--- config.mk ---
export PLATFORM = sky130hd
export DESIGN_NAME = ncie_core
export DESIGN_NICKNAME = d
export VERILOG_FILES = /design/src/ncie_pkg.sv /design/src/ncie_core.sv
export SDC_FILE = /design/constraint.sdc
export NUM_CORES = 1
export LEC_CHECK = 0
export ABC_AREA = 1
export BUFFER_PORTS_ARGS = -buffer_cell sky130_fd_sc_hd__buf_4
export CORE_AREA = 4 4 236 238
export DETAILED_ROUTE_END_ITERATION = 10
export DIE_AREA = 0 0 240 242
export HOLD_SLACK_MARGIN = 0.03
export PLACE_DENSITY = 0.59
export SKIP_CTS_REPAIR_TIMING = 1
export SYNTH_ARGS = -nofsm -noshare
export SYNTH_HDL_FRONTEND = slang
export SYNTH_SLANG_ARGS = --single-unit
--- constraint.sdc ---
create_clock -name aclk -period 6.2 [get_ports aclk]
set_input_delay 1.24 -clock aclk [delete_from_list [all_inputs] [get_ports aclk]]
set_output_delay 1.24 -clock aclk [all_outputs]
set_load 0.02 [all_outputs]
--- src/ncie_pkg.sv ---
// Purpose: Constants and types for the nibble core execute block.
// Assumes: One 250 MHz clock, synchronous active-low reset.
// Notes:   Register offsets are byte addresses on the AXI4-Lite slave.
////////////////////////////////////////////////////////////////////////////////
package ncie_pkg;
	localparam int AXI_AW = 8;
	// Register byte offsets
	localparam logic [7:0] REG_CTRL   = 8'h00;
	localparam logic [7:0] REG_STATUS = 8'h04;
	localparam logic [7:0] REG_PC     = 8'h08;
	localparam logic [7:0] REG_TIMER  = 8'h0C;
	localparam logic [7:0] REG_RAS    = 8'h10;
	localparam logic [7:0] REG_PORT   = 8'h14;
	localparam int GREG_SEL_BIT = 7;
	// Field positions
	localparam int CTRL_WAKE_BIT = 4;
	localparam int STAT_CY_BIT   = 4;
	localparam int STAT_FL_BIT   = 5;
	localparam int STAT_SB_BIT   = 6;
	localparam int STAT_SP_BIT   = 7;
	localparam logic [1:0] RESP_OKAY   = 2'h0;
	localparam logic [1:0] RESP_SLVERR = 2'h2;
	// Instruction code bytes
	localparam logic [7:0] LO_TMR = 8'hFF;
	localparam logic [7:0] LO_ROM = 8'hF0;
	localparam logic [7:0] LO_IMM = 8'hF1;
	localparam logic [7:0] LO_ACC = 8'hF3;
	localparam logic [3:0] LO_REG_NIB = 4'hE;
	localparam logic [4:0] LO_PORT_TOP = 5'h1F;
	localparam logic [6:0] GRP_AND = 7'h7D;
	localparam logic [6:0] GRP_OR  = 7'h7E;
	localparam logic [6:0] GRP_XOR = 7'h7A;
	localparam logic [6:0] GRP_IN  = 7'h7F;
	localparam logic [6:0] GRP_OUT = 7'h72;
	localparam logic [7:0] HI_RD_T0  = 8'hFF;
	localparam logic [7:0] HI_RD_T1  = 8'hFE;
	localparam logic [7:0] HI_WR_T0  = 8'hE5;
	localparam logic [7:0] HI_WR_T1  = 8'hE4;
	localparam logic [7:0] HI_T_ROM  = 8'hF4;
	localparam logic [7:0] HI_T_IMM  = 8'hE6;
	localparam logic [7:0] HI_HALT   = 8'hE2;
	localparam logic [7:0] HI_STATUS_TEST   = 8'hE3;
	localparam logic [7:0] HI_INC    = 8'hF4;
	localparam logic [7:0] HI_RL     = 8'hFC;
	localparam logic [7:0] HI_RLZ    = 8'hFE;
	localparam logic [7:0] HI_CHECK_ALL_ONES   = 8'hFA;
	localparam logic [15:0] CODE_CALL = 16'hE6F2;
	localparam logic [15:0] CODE_RET  = 16'hE8F2;
	localparam logic [15:0] CODE_PG0  = 16'hE8F1;
	localparam logic [15:0] CODE_PG1  = 16'hE9F1;
	localparam logic [3:0] ALL_ONES = 4'hF;
	localparam logic [4:0] PTR_LO_IDX = 5'h00;
	localparam logic [4:0] PTR_HI_IDX = 5'h10;
	localparam logic [10:0] PC_STEP = 11'h001;

	typedef enum logic [2:0] {
		ST_FETCH = 3'b000, ST_OPND = 3'b001, ST_CALL2 = 3'b010,
		ST_CALL3 = 3'b011, ST_ROM = 3'b100, ST_STBY = 3'b101
	} ncie_st_e;

	typedef enum logic [2:0] {
		OP_AND = 3'b000, OP_OR = 3'b001, OP_XOR = 3'b010, OP_STATUS_TEST = 3'b011,
		OP_HALT = 3'b100, OP_TIMM = 3'b101, OP_TROM = 3'b110
	} ncie_op_e;

	typedef struct packed {
		ncie_st_e st;
		ncie_op_e op;
		logic phi;
		logic [3:0] acc;
		logic cy, fl, sp, stby, irst, rdy;
		logic [10:0] pc, ras;
		logic [9:0] tmr, rom_addr;
		logic [1:0] page;
		logic [3:0] hmask;
		logic [31:0][3:0] greg;
		logic [7:0][3:0] pout;
		logic [31:0] sy1_port, sy2_port;
		logic [3:0] sy1_stat, sy2_stat;
		logic awh, wh, ws, awrdy, wrdy, bvalid, arrdy, rvalid;
		logic [7:0] awa, wd;
		logic [1:0] bresp, rresp;
		logic [31:0] rdata;
	} ncie_state_s;
endpackage

--- src/ncie_core.sv ---
// Purpose: Execute unit of a 4-bit controller core with an AXI4-Lite view.
// Assumes: Instruction words arrive on a ready/valid port from same-clock
//          fetch logic; ROM data answers rom_addr within the same cycle.
// Notes:   Pins port_in and status_in are synchronised by two flops.
`timescale 1ns/1ns
`default_nettype none
module ncie_core
	import ncie_pkg::*;
(
	input  wire logic                      aclk,
	input  wire logic                      aresetn,
	input  wire logic [ncie_pkg::AXI_AW-1:0] s_axi_awaddr,
	input  wire logic                      s_axi_awvalid,
	output logic                           s_axi_awready,
	input  wire logic [31:0]               s_axi_wdata,
	input  wire logic [3:0]                s_axi_wstrb,
	input  wire logic                      s_axi_wvalid,
	output logic                           s_axi_wready,
	output logic [1:0]                     s_axi_bresp,
	output logic                           s_axi_bvalid,
	input  wire logic                      s_axi_bready,
	input  wire logic [ncie_pkg::AXI_AW-1:0] s_axi_araddr,
	input  wire logic                      s_axi_arvalid,
	output logic                           s_axi_arready,
	output logic [31:0]                    s_axi_rdata,
	output logic [1:0]                     s_axi_rresp,
	output logic                           s_axi_rvalid,
	input  wire logic                      s_axi_rready,
	input  wire logic [15:0]               inst_word,
	input  wire logic                      inst_valid,
	output logic                           inst_ready,
	output logic [10:0]                    fetch_addr,
	output logic [9:0]                     rom_addr,
	input  wire logic [9:0]                rom_data,
	input  wire logic [31:0]               port_in,
	output logic [31:0]                    port_out,
	input  wire logic [3:0]                status_in,
	output logic [9:0]                     timer_value,
	output logic                           standby,
	output logic                           internal_reset
);
	import ncie_pkg::*;

	ncie_state_s r;
	ncie_state_s n;
	logic        take;
	logic        core_rst;
	logic        wake;
	logic        wr_wake;
	logic        wr_go;
	logic [7:0]  hi;
	logic [7:0]  lo;
	logic [6:0]  grp;
	logic        bank;
	logic [2:0]  pidx;
	logic        pval;
	logic [3:0]  pnib;
	logic [3:0]  gnib;
	logic [3:0]  rot;
	logic [32:0] rdv;

	////////////////////////////////////////////////////////////////////////
	// Helpers

	// Logic ops on a nibble; returns {carry, result}
	function automatic logic [4:0] alu(input ncie_op_e op,
		input logic [3:0] a, input logic [3:0] b);
		logic [4:0] res;
		res = {1'b0, a};
		unique case (op)
			OP_AND:  res = {a[3] & b[3], a & b};
			OP_OR:   res = {1'b0, a | b};
			OP_XOR:  res = {a[3] & b[3], a ^ b};
			default: res = {1'b0, a};
		endcase
		return res;
	endfunction

	// True for the three accumulator logic groups
	function automatic logic is_alu(input logic [6:0] g);
		return (g == GRP_AND) || (g == GRP_OR) || (g == GRP_XOR);
	endfunction

	function automatic ncie_op_e op_of(input logic [6:0] g);
		ncie_op_e o;
		o = OP_AND;
		if (g == GRP_OR)
			o = OP_OR;
		else if (g == GRP_XOR)
			o = OP_XOR;
		return o;
	endfunction

	// Register read view for the bus
	function automatic logic [32:0] rd_mux(input ncie_state_s s,
		input logic [7:0] a);
		logic [32:0] v;
		v = {1'b1, 32'h0000_0000};
		if (a[GREG_SEL_BIT])
			v = {1'b1, 28'h000_0000, s.greg[a[6:2]]};
		else if (a[7:2] == REG_CTRL[7:2])
			v = {1'b1, 30'h0000_0000, s.page};
		else if (a[7:2] == REG_STATUS[7:2])
			v = {1'b1, 24'h00_0000, s.sp, s.stby, s.fl, s.cy, s.acc};
		else if (a[7:2] == REG_PC[7:2])
			v = {1'b1, 21'h00_0000, s.pc};
		else if (a[7:2] == REG_TIMER[7:2])
			v = {1'b1, 22'h00_0000, s.tmr};
		else if (a[7:2] == REG_RAS[7:2])
			v = {1'b1, 21'h00_0000, s.ras};
		else if (a[7:2] == REG_PORT[7:2])
			v = {1'b1, s.pout};
		else
			v = {1'b0, 32'h0000_0000};
		return v;
	endfunction

	////////////////////////////////////////////////////////////////////////
	// Field split of the incoming word; bank bit is the inverted low bit
	// of the first byte for every two-bank instruction form
	assign hi   = inst_word[15:8];
	assign lo   = inst_word[7:0];
	assign grp  = hi[7:1];
	assign bank = ~hi[0];
	// Port index 0,1,3,4 packs into two bits per bank
	assign pval = (lo[2:0] == 3'h0) || (lo[2:0] == 3'h1) ||
		(lo[2:0] == 3'h3) || (lo[2:0] == 3'h4);
	assign pidx = {bank, lo[2] ? 2'h3 : ((lo[1:0] == 2'h3) ? 2'h2 :
		lo[1:0])};
	assign pnib = r.sy2_port[{pidx, 2'h0} +: 4];
	assign gnib = r.greg[{bank, lo[3:0]}];
	assign rot  = {r.acc[2:0], r.acc[3]};

	////////////////////////////////////////////////////////////////////////
	// Next-state logic: bus slave, then instruction execution
	always_comb begin
		n = r;
		n.irst = 1'b0;
		core_rst = 1'b0;
		wr_wake = 1'b0;
		take = r.rdy && inst_valid;
		// Read view held in a variable; a call result cannot be sliced
		rdv = rd_mux(r, s_axi_araddr);
		// Two-flop synchronisers; only the second stage is used
		n.sy1_port = port_in;
		n.sy2_port = r.sy1_port;
		n.sy1_stat = status_in;
		n.sy2_stat = r.sy1_stat;
		n.rom_addr = {r.page, r.greg[PTR_HI_IDX], r.greg[PTR_LO_IDX]};

		// Bus answers drop once accepted by the master
		if (s_axi_bready)
			n.bvalid = 1'b0;
		if (s_axi_rready)
			n.rvalid = 1'b0;
		// Address and data are held separately, so either may come first
		if (s_axi_awvalid && r.awrdy) begin
			n.awh = 1'b1;
			n.awa = s_axi_awaddr;
		end
		if (s_axi_wvalid && r.wrdy) begin
			n.wh = 1'b1;
			n.wd = s_axi_wdata[7:0];
			n.ws = s_axi_wstrb[0];
		end
		wr_go = r.awh && r.wh && !r.bvalid;
		if (wr_go) begin
			n.awh = 1'b0;
			n.wh = 1'b0;
			n.bvalid = 1'b1;
			n.bresp = rd_mux(r, r.awa) >> 32 != 33'h0 ? RESP_OKAY
				: RESP_SLVERR;
			// Only the low byte lane carries writable bits
			if (r.ws && r.awa[GREG_SEL_BIT])
				n.greg[r.awa[6:2]] = r.wd[3:0];
			else if (r.ws && r.awa[7:2] == REG_CTRL[7:2]) begin
				n.page = r.wd[1:0];
				wr_wake = r.wd[CTRL_WAKE_BIT];
			end
		end
		n.awrdy = !n.awh && !n.bvalid;
		n.wrdy = !n.wh && !n.bvalid;
		if (s_axi_arvalid && r.arrdy) begin
			n.rvalid = 1'b1;
			n.rdata = rdv[31:0];
			n.rresp = rdv[32] ? RESP_OKAY : RESP_SLVERR;
		end
		n.arrdy = !n.rvalid;

		// Key entry on the chosen status lines, or software, ends standby
		wake = ((r.sy2_stat & r.hmask) != 4'h0) || wr_wake;

		if (take)
			n.pc = r.pc + PC_STEP;

		unique case (r.st)
			ST_FETCH: begin
				if (take) begin
					if (lo == LO_TMR) begin
						if (hi == HI_RD_T0) begin
							n.acc = r.tmr[5:2];
							n.cy = 1'b0;
						end else if (hi == HI_RD_T1) begin
							n.acc = r.tmr[9:6];
							n.cy = 1'b0;
						end else if (hi == HI_WR_T0) begin
							// low nibble write, bit 0 cleared
							n.tmr[5:2] = r.acc;
							n.tmr[0] = 1'b0;
						end else if (hi == HI_WR_T1) begin
							// high nibble write, bit 1 cleared
							n.tmr[9:6] = r.acc;
							n.tmr[1] = 1'b0;
						end else if (hi == HI_T_ROM) begin
							n.op = OP_TROM;
							n.st = ST_ROM;
						end else if (hi == HI_T_IMM) begin
							n.op = OP_TIMM;
							n.st = ST_OPND;
						end
					end else if (lo[7:4] == LO_REG_NIB) begin
						if (hi == HI_STATUS_TEST) begin
							n.fl = (r.greg[{1'b0, lo[3:0]}] == r.sy2_stat);
						end else if (is_alu(grp)) begin
							{n.cy, n.acc} = alu(op_of(grp), r.acc, gnib);
						end
					end else if (lo == LO_ROM && is_alu(grp)) begin
						// ROM nibble fetched in the next cycle
						n.op = op_of(grp);
						n.phi = bank;
						n.st = ST_ROM;
					end else if (lo == LO_IMM) begin
						if (is_alu(grp)) begin
							n.op = op_of(grp);
							n.st = ST_OPND;
						end else if (hi == HI_HALT) begin
							n.op = OP_HALT;
							n.st = ST_OPND;
						end else if (hi == HI_STATUS_TEST) begin
							n.op = OP_STATUS_TEST;
							n.st = ST_OPND;
						end
					end else if (lo == LO_ACC) begin
						if (hi == HI_INC) begin
							n.acc = r.acc + 4'h1;
							n.cy = (r.acc == ALL_ONES);
						end else if (hi == HI_RL) begin
							n.acc = rot;
							n.cy = r.acc[3];
						end else if (hi == HI_RLZ) begin
							if (r.acc == 4'h0)
								core_rst = 1'b1;
							else begin
								n.acc = rot;
								n.cy = r.acc[3];
							end
						end else if (hi == HI_CHECK_ALL_ONES) begin
							n.cy = (r.acc == ALL_ONES);
						end
					end else if (lo[7:3] == LO_PORT_TOP && pval) begin
						if (grp == GRP_IN) begin
							n.acc = pnib;
							n.cy = 1'b0;
						end else if (grp == GRP_OUT) begin
							n.pout[pidx] = r.acc;
						end else if (is_alu(grp)) begin
							{n.cy, n.acc} = alu(op_of(grp), r.acc, pnib);
						end
					end else if (inst_word == CODE_CALL) begin
						n.st = ST_CALL2;
					end else if (inst_word == CODE_RET) begin
						// borrow out of the one-level stack
						if (r.sp == 1'b0)
							core_rst = 1'b1;
						else begin
							n.pc = r.ras;
							n.sp = 1'b0;
						end
					end
				end
			end
			ST_OPND: begin
				if (take) begin
					n.st = ST_FETCH;
					unique case (r.op)
						OP_HALT: begin
							n.hmask = inst_word[3:0];
							n.stby = 1'b1;
							n.st = ST_STBY;
						end
						OP_STATUS_TEST: n.fl = (inst_word[3:0] == r.sy2_stat);
						OP_TIMM: n.tmr = inst_word[9:0];
						default: {n.cy, n.acc} = alu(r.op, r.acc,
							inst_word[3:0]);
					endcase
				end
			end
			ST_CALL2: begin
				if (take) begin
					// A malformed page word abandons the call
					n.st = ST_FETCH;
					if (inst_word == CODE_PG0 || inst_word == CODE_PG1) begin
						n.phi = inst_word[8];
						n.st = ST_CALL3;
					end
				end
			end
			ST_CALL3: begin
				if (take) begin
					n.st = ST_FETCH;
					if (r.sp == 1'b1)
						core_rst = 1'b1;
					else begin
						n.sp = 1'b1;
						n.ras = r.pc + PC_STEP;
						n.pc = {r.phi, inst_word[9:0]};
					end
				end
			end
			ST_ROM: begin
				// rom_addr settled on the previous edge
				n.st = ST_FETCH;
				if (r.op == OP_TROM)
					n.tmr = rom_data;
				else
					{n.cy, n.acc} = alu(r.op, r.acc,
						r.phi ? rom_data[7:4] : rom_data[3:0]);
			end
			ST_STBY: begin
				if (wake) begin
					n.stby = 1'b0;
					n.st = ST_FETCH;
				end
			end
			default: n.st = ST_FETCH;
		endcase

		// Internal reset clears core state but keeps bus-side registers
		if (core_rst) begin
			n.st = ST_FETCH;
			n.acc = 4'h0;
			n.cy = 1'b0;
			n.fl = 1'b0;
			n.sp = 1'b0;
			n.pc = 11'h000;
			n.ras = 11'h000;
			n.tmr = 10'h000;
			n.pout = '0;
			n.stby = 1'b0;
			n.irst = 1'b1;
		end
		// Ready is registered, so it looks at the coming state
		n.rdy = !core_rst && (n.st == ST_FETCH || n.st == ST_OPND ||
			n.st == ST_CALL2 || n.st == ST_CALL3);
	end

	////////////////////////////////////////////////////////////////////////
	// all state in one register; flags only move when written
	always_ff @(posedge aclk) begin
		if (!aresetn)
			r <= '0;
		else
			r <= n;
	end

	////////////////////////////////////////////////////////////////////////
	// Outputs straight from the state register
	assign s_axi_awready  = r.awrdy;
	assign s_axi_wready   = r.wrdy;
	assign s_axi_bvalid   = r.bvalid;
	assign s_axi_bresp    = r.bresp;
	assign s_axi_arready  = r.arrdy;
	assign s_axi_rvalid   = r.rvalid;
	assign s_axi_rresp    = r.rresp;
	assign s_axi_rdata    = r.rdata;
	assign inst_ready     = r.rdy;
	assign fetch_addr     = r.pc;
	assign rom_addr       = r.rom_addr;
	assign port_out       = r.pout;
	assign timer_value    = r.tmr;
	assign standby        = r.stby;
	assign internal_reset = r.irst;
endmodule
`default_nettype wire

==> results of run 1 <==
## cell type report
class,count,area (um2),area share
clock buffers,58,1220,0.0575
clock inverters,16,196,0.00924
inverters,372,1400,0.0658
multi-input cells,1843,9000,0.423
flip-flops and latches,350,7010,0.329
well taps,696,871,0.0410
repair buffers,209,1570,0.0740
## cells in the final DEF (no fill, tap or decap), types with 7 or more instances in the layout
cell type  netlist  final
nand3_1        127    127
clkbuf_16        0     43
inv_1          349    348
clkbuf_8         0      9
a21oi_1        298    298
a22oi_1         11     11
nand2_2         13     13
o22ai_1         35     35
inv_2           16     17
o2111ai_1       11     11
nor3_1          11     11
clkinv_2         0      7
ha_1            35     35
a211oi_1        16     16
dfxtp_1        350    350
nor2_4          10     11
nor2_2          13     14
nand2_1        665    665
buf_4          101    208
nor2_1         210    208
nand4_1         34     34
a221oi_1        10     10
o211ai_1        28     28
o21ai_0        262    262
## report_power, final
| part | internal, mW | leakage (nW) | total [mW] | switching, mW |
|---|---|---|---|---|
| Clock | 1.54 | 0.699 | 2.54 | 0.998 |
| Combinational | 0.154 | 5.70 | 0.541 | 0.387 |
| Sequential | 2.29 | 2.84 | 2.34 | 0.0483 |
## flip-flops by register name (all words and copies together), names as in the netlist
name,flops
s_axi_rvalid,1
s_axi_arready,1
inst_ready,1
timer_value,10
s_axi_rresp,1
port_out,32
s_axi_bresp,1
s_axi_bvalid,1
n,46
s_axi_rdata,32
s_axi_awready,1
rom_addr,10
s_axi_wready,1
internal_reset,1
fetch_addr,11
standby,1
r,199
## kinds of logic (layout without fill, tap and decap cells)
| group | Yosys count | count (layout) | synth area share |
|---|---|---|---|
| buffers and inverters | 584 | 655 | 0.143 |
| other | 1 | 2 | 0.000201 |
| DFF | 350 | 350 | 0.375 |
| xor gates and xnor gates | 7 | 7 | 0.00329 |
| and+or+nand+nor | 1102 | 1102 | 0.250 |
| adders and majority gates | 35 | 35 | 0.0235 |
| AOI/OAI and AO/OA | 697 | 697 | 0.204 |
## tightest hold or removal path: stages (launching register included)
cell and delay, ns:
dfxtp_1 0.30, nand2_1 0.04, inv_1 0.04
## metrics by stage
step                      instances  power (mW)
final                          3544        5.42
after detailed placement       3470        2.92
after global placement         3470        2.92
after CTS                      3544        5.47
after floorplan                2777        2.71
after global routing           3544        5.62
## worst min path at each step
stage	depth (start not counted)	slack, ns	to
global route	2	0.44	r[89]
finish	2	0.41	r[89]
global placement	2	0.40	r[89]
detailed placement	2	0.40	r[89]
floorplan	2	0.39	r[60]
CTS	2	0.42	r[89]
## per-layer routing
metal / track usage / vias to the layer above / routed length, um
li1: - / 9017 / -
met1: 0.316 / 8604 / 30500
met2: 0.341 / 835 / 29500
met3: 0.0493 / 130 / 5850
met4: 0.0662 / 0 / 1910
met5: 0 / - / 0
==> impl_metrics.toml, run 1 <==
[outcome]
status = "complete, no violations"

[logic_synthesis]
ys_top_cells_by_area = "dfxtp_1, nand2_1, a21oi_1, o21ai_0, inv_1"
synth_top_flop_cell = "dfxtp_1"
synth_top_area_share = 0.375
netlist.top_cell.by_area = "dfxtp_1"
seq_area_frac_synth = 0.375
synth.most_common_cell = "nand2_1"
netlist_area_um2 = 18700
async_flop_share = 0
synth-edff-count = 0
syn_avg_cell_area_um2 = 6.72
ys_ff_latch = 350
ys_warn_count = 0
yosysUniqueCellTypes = 49
syn_inst = 2776
netlist_top_cells_count = "nand2_1, dfxtp_1, inv_1"

[worst_setup_path]
startpoint_type = "primary input"
startpoint = "inst_word[0]"
reg2reg_to = "inst_ready"
slowest_stage = "nand2_1"
path_max_fanout = 40
arrival_ns = 4.47
crit_end = "r[346]"
crit_chain = "buf_4, inv_2, nand2_1, o221ai_1, o21ai_0, nand3_1, o21ai_0, ha_1, nand2_1, o211ai_1, nand2_1, nor2_1, nand2_1, nand2_1, nor2_1, nor2_1"
rr_worst_depth = 11
critical-path-top-delay-family = "simple AND/OR/NAND/NOR gates"
endpoint_kind = "flip-flop"
worstPathRequired_ns = 6.66
path_buf_inv = 2
path_class = "primary input to flip-flop"
r2r_slack_ns = 3.44
r2r_start = "r[347]"
critical-path-max-stage-delay_ns = 0.66
cp.depth = 16
cpMostUsedCell = "nand2_1"

[timing]
rsz0062_at_grt = "no"
hold_viol = 0
max_freq_mhz = 250
slew-limit-headroom = 0.215
worst_pin_slew_ns = 1.18
finalSetupViolCount = 0
fin_ws_ns = 2.20
skew_ns = 0.0281
hold_ws_ns = 0.411
fin_tns_setup_ns = 0
maxSlewViolCount = 0
fin_crit_sh = 0.646
min_period_ns = 4.00

[flow_run]
cap_viol_max_count = 0

[cells_and_area]
num-fill-cells = 5735
final_area_um2 = 21300
diodes = 0
final_core_util = 0.397
layout-drive-gt1-share = 0.123
area_growth_pct = 14.0
nNetsFinal = 2974

[die]
die-height_um = 242
start_util = 0.348
rows = 85
die-width_um = 240
pin_count = 229
die_area_um2 = 58100
core_area_um2 = 53600

[clock_tree]
clockBufferDepth = 3
ctsHtreeMaxLevel = 2
cts-root-buf = "clkbuf_16"
cts_tree = "built"
cts_buffers = 41
clk_latency_ns = 0.58
clk_pin_slew_ns = 0.06
cts.sinks = 350

[pwr]
p_leak_nw = 9.24
vdd_ir_drop_max_uv = 172
p_per_area_nw_per_um2 = 255

[detailed_routing]
drt_iter0_drc = 1848
drt_pre_antenna_iters = 5
finalWirelength_um = 67800
vias_per_cell = 5.24
ant_nets = 0
vias = 18586
routedWlPerCell_um = 19.1
drc = 0

[placed_design]
dpl_worst_slack_ns = 1.65
dpl-instance-area_um2 = 19800
gp_congestion = 0.960
post-dp-hpwl_um = 47800
numPortBuffers = 192

[grt]
grt_pass1_wl_um = 103000
grt_usage = 0.223
grt_pass1_vias = 17285
gr-total-overflow = 0
antenna_found_initial = 0
grt_max_degree = 130

[min_path]
hp-class = "flip-flop to flip-flop"
hp-start = "n[89]"
Note: power is estimated with default switching activity, not from simulation.
==> run 2, diff against run 1 <==
==> constraint.sdc (replaced) <==
create_clock -name aclk -period 4.2 [get_ports aclk]
set_input_delay 0.84 -clock aclk [delete_from_list [all_inputs] [get_ports aclk]]
set_output_delay 0.84 -clock aclk [all_outputs]
set_load 0.02 [all_outputs]
==> run 2 against run 1 <==
Against the previous run: combinational power up 53%; final cell count up 0.76%; die area unchanged; global-route usage up 0.56 points; utilization up 0.34 points; non-clock buffer count up 29; first-iteration DRC count down 4.5%; wire length up 1.8%; clock skew down 0.00090 ns; count of clock-buffer cells in the layout down 1; via count up 0.73%; sequential cell count unchanged; largest power group unchanged.
==> impl_metrics.toml, run 2 (synthesized netlist as in run 1, its figures left out) <==
[outcome]
status = "complete, no violations"

[timing]
finalSetupViolCount = 0
hold_viol = 0
fin_ws_ns = 0.956
rsz0062_at_grt = "no"
min_period_ns = 3.24
fin_tns_setup_ns = 0
fin_crit_sh = 0.772
max_freq_mhz = 308
slew-limit-headroom = 0.210
skew_ns = 0.0272
worst_pin_slew_ns = 1.18
maxSlewViolCount = 0

[worst_setup_path]
endpoint_kind = "flip-flop"
critical-path-max-stage-delay_ns = 0.55
path_buf_inv = 2
crit_chain = "buf_4, inv_4, nand2_2, o21ai_0, o21ai_0, nand3_1, o21ai_0, ha_1, nand2_1, nand2_1, o21a_1, nand3_1, a21oi_1, nor2_1, nor2_1"
startpoint_type = "primary input"
arrival_ns = 3.71
slowest_stage = "o21ai_0"
path_max_fanout = 14
critical-path-top-delay-family = "compound AO/OA/AOI/OAI gates"
cpMostUsedCell = "o21ai_0"
worstPathRequired_ns = 4.67
path_class = "primary input to flip-flop"

[clock_tree]
ctsHtreeMaxLevel = 2
cts-root-buf = "clkbuf_16"
cts.sinks = 350
clk_latency_ns = 0.58
clockBufferDepth = 3
clk_pin_slew_ns = 0.07
cts_tree = "built"
cts_buffers = 41

[cells_and_area]
final_cell_mix = "nand2_1, dfxtp_1, inv_1"
final_core_util = 0.400
area_growth_pct = 14.9
layout-drive-gt1-share = 0.130
final_area_um2 = 21400
diodes = 0
final_common_cell = "nand2_1"
nNetsFinal = 3003
top_register = "r"
largest_reg_flops = 199

[die]
core_area_um2 = 53600
die_area_um2 = 58100
die-width_um = 240
rows = 85
start_util = 0.348
pin_count = 229
die-height_um = 242

[grt]
grt_usage = 0.229
gr-total-overflow = 0
antenna_found_initial = 0
grt_max_degree = 87
grt_pass1_vias = 17863
grt_pass1_wl_um = 105000

[detailed_routing]
finalWirelength_um = 69100
vias_per_cell = 5.24
drt_iter0_drc = 1764
ant_nets = 0
drt_pre_antenna_iters = 6
drc = 0
routedWlPerCell_um = 19.3
vias = 18722

[placed_design]
post-dp-hpwl_um = 49800
dpl-instance-area_um2 = 20100
gp_congestion = 0.959
dpl_worst_slack_ns = 0.558
numPortBuffers = 192

[pwr]
pwr-share-clk = 0.466
p_int_mw = 5.86
swShare = 0.268
power.total_mw = 8.00
vdd_ir_drop_max_uv = 262
switchingPower_mw = 2.14
seq_power_share = 0.430
pwr-share-comb = 0.104
p_per_area_nw_per_um2 = 373
p_leak_nw = 9.36

[flow_run]
cap_viol_max_count = 0

[min_path]
hp-class = "flip-flop to flip-flop"
run 2: changes by cell type in the layout (fill, tap and decap cells not counted), sizes merged:
cell,before,now
clkinv,15,11
bufinv,4,5
buf,209,238
clkbuf,58,57
inv,367,369
run 2: worst paths after layout:
path / start / endpoint / slack [ns] / cells past startpoint
setup / recovery: inst_word[1] / r[349] / 0.96 / 15
hold / removal: n[76] / r[76] / 0.41 / 2
setup reg to reg: r[346] / r[327] / 1.62 / 11
hold reg to reg: n[76] / r[76] / 0.41 / 2
run 2: cell type report:
| class | count | area, um2 |
|---|---|---|
| clock buffers | 57 | 1160 |
| clock inverters | 15 | 220 |
| inverters | 372 | 1400 |
| fillers | 5731 | 32200 |
| well taps | 696 | 871 |
| flip-flops and latches | 350 | 7010 |
| repair buffers | 238 | 1800 |
| multi-input cells | 1843 | 8990 |
run 2: metrics by stage:
stage | hold slack [ns] | instances
2_1_floorplan | 0.390 | 2777
3_3_place_gp | 0.401 | 3499
3_5_place_dp | 0.397 | 3499
4_1_cts | 0.411 | 3571
5_1_grt | 0.428 | 3571
6_report | 0.409 | 3571
run 2: tightest hold or removal path, cell delays in order, from the launching register on:
cell	delay (ns)
dfxtp_1	0.30
nand2_1	0.04
inv_1	0.04
run 2: power by group through the flow:
stage	clock network (mW)	logic [mW]	registers, mW
2_1_floorplan	0	0.504	3.49
3_3_place_gp	0	0.808	3.52
3_5_place_dp	0	0.814	3.52
4_1_cts	3.80	0.817	3.44
5_1_grt	3.94	0.906	3.45
6_report	3.73	0.828	3.44
run 2: routing by layer:
metal	part of all wire	vias to the layer above	global-route usage
li1	-	9077	-
met1	0.44	8673	0.316
met2	0.44	838	0.358
met3	0.090	134	0.0480
met4	0.028	0	0.0735
met5	0	-	0
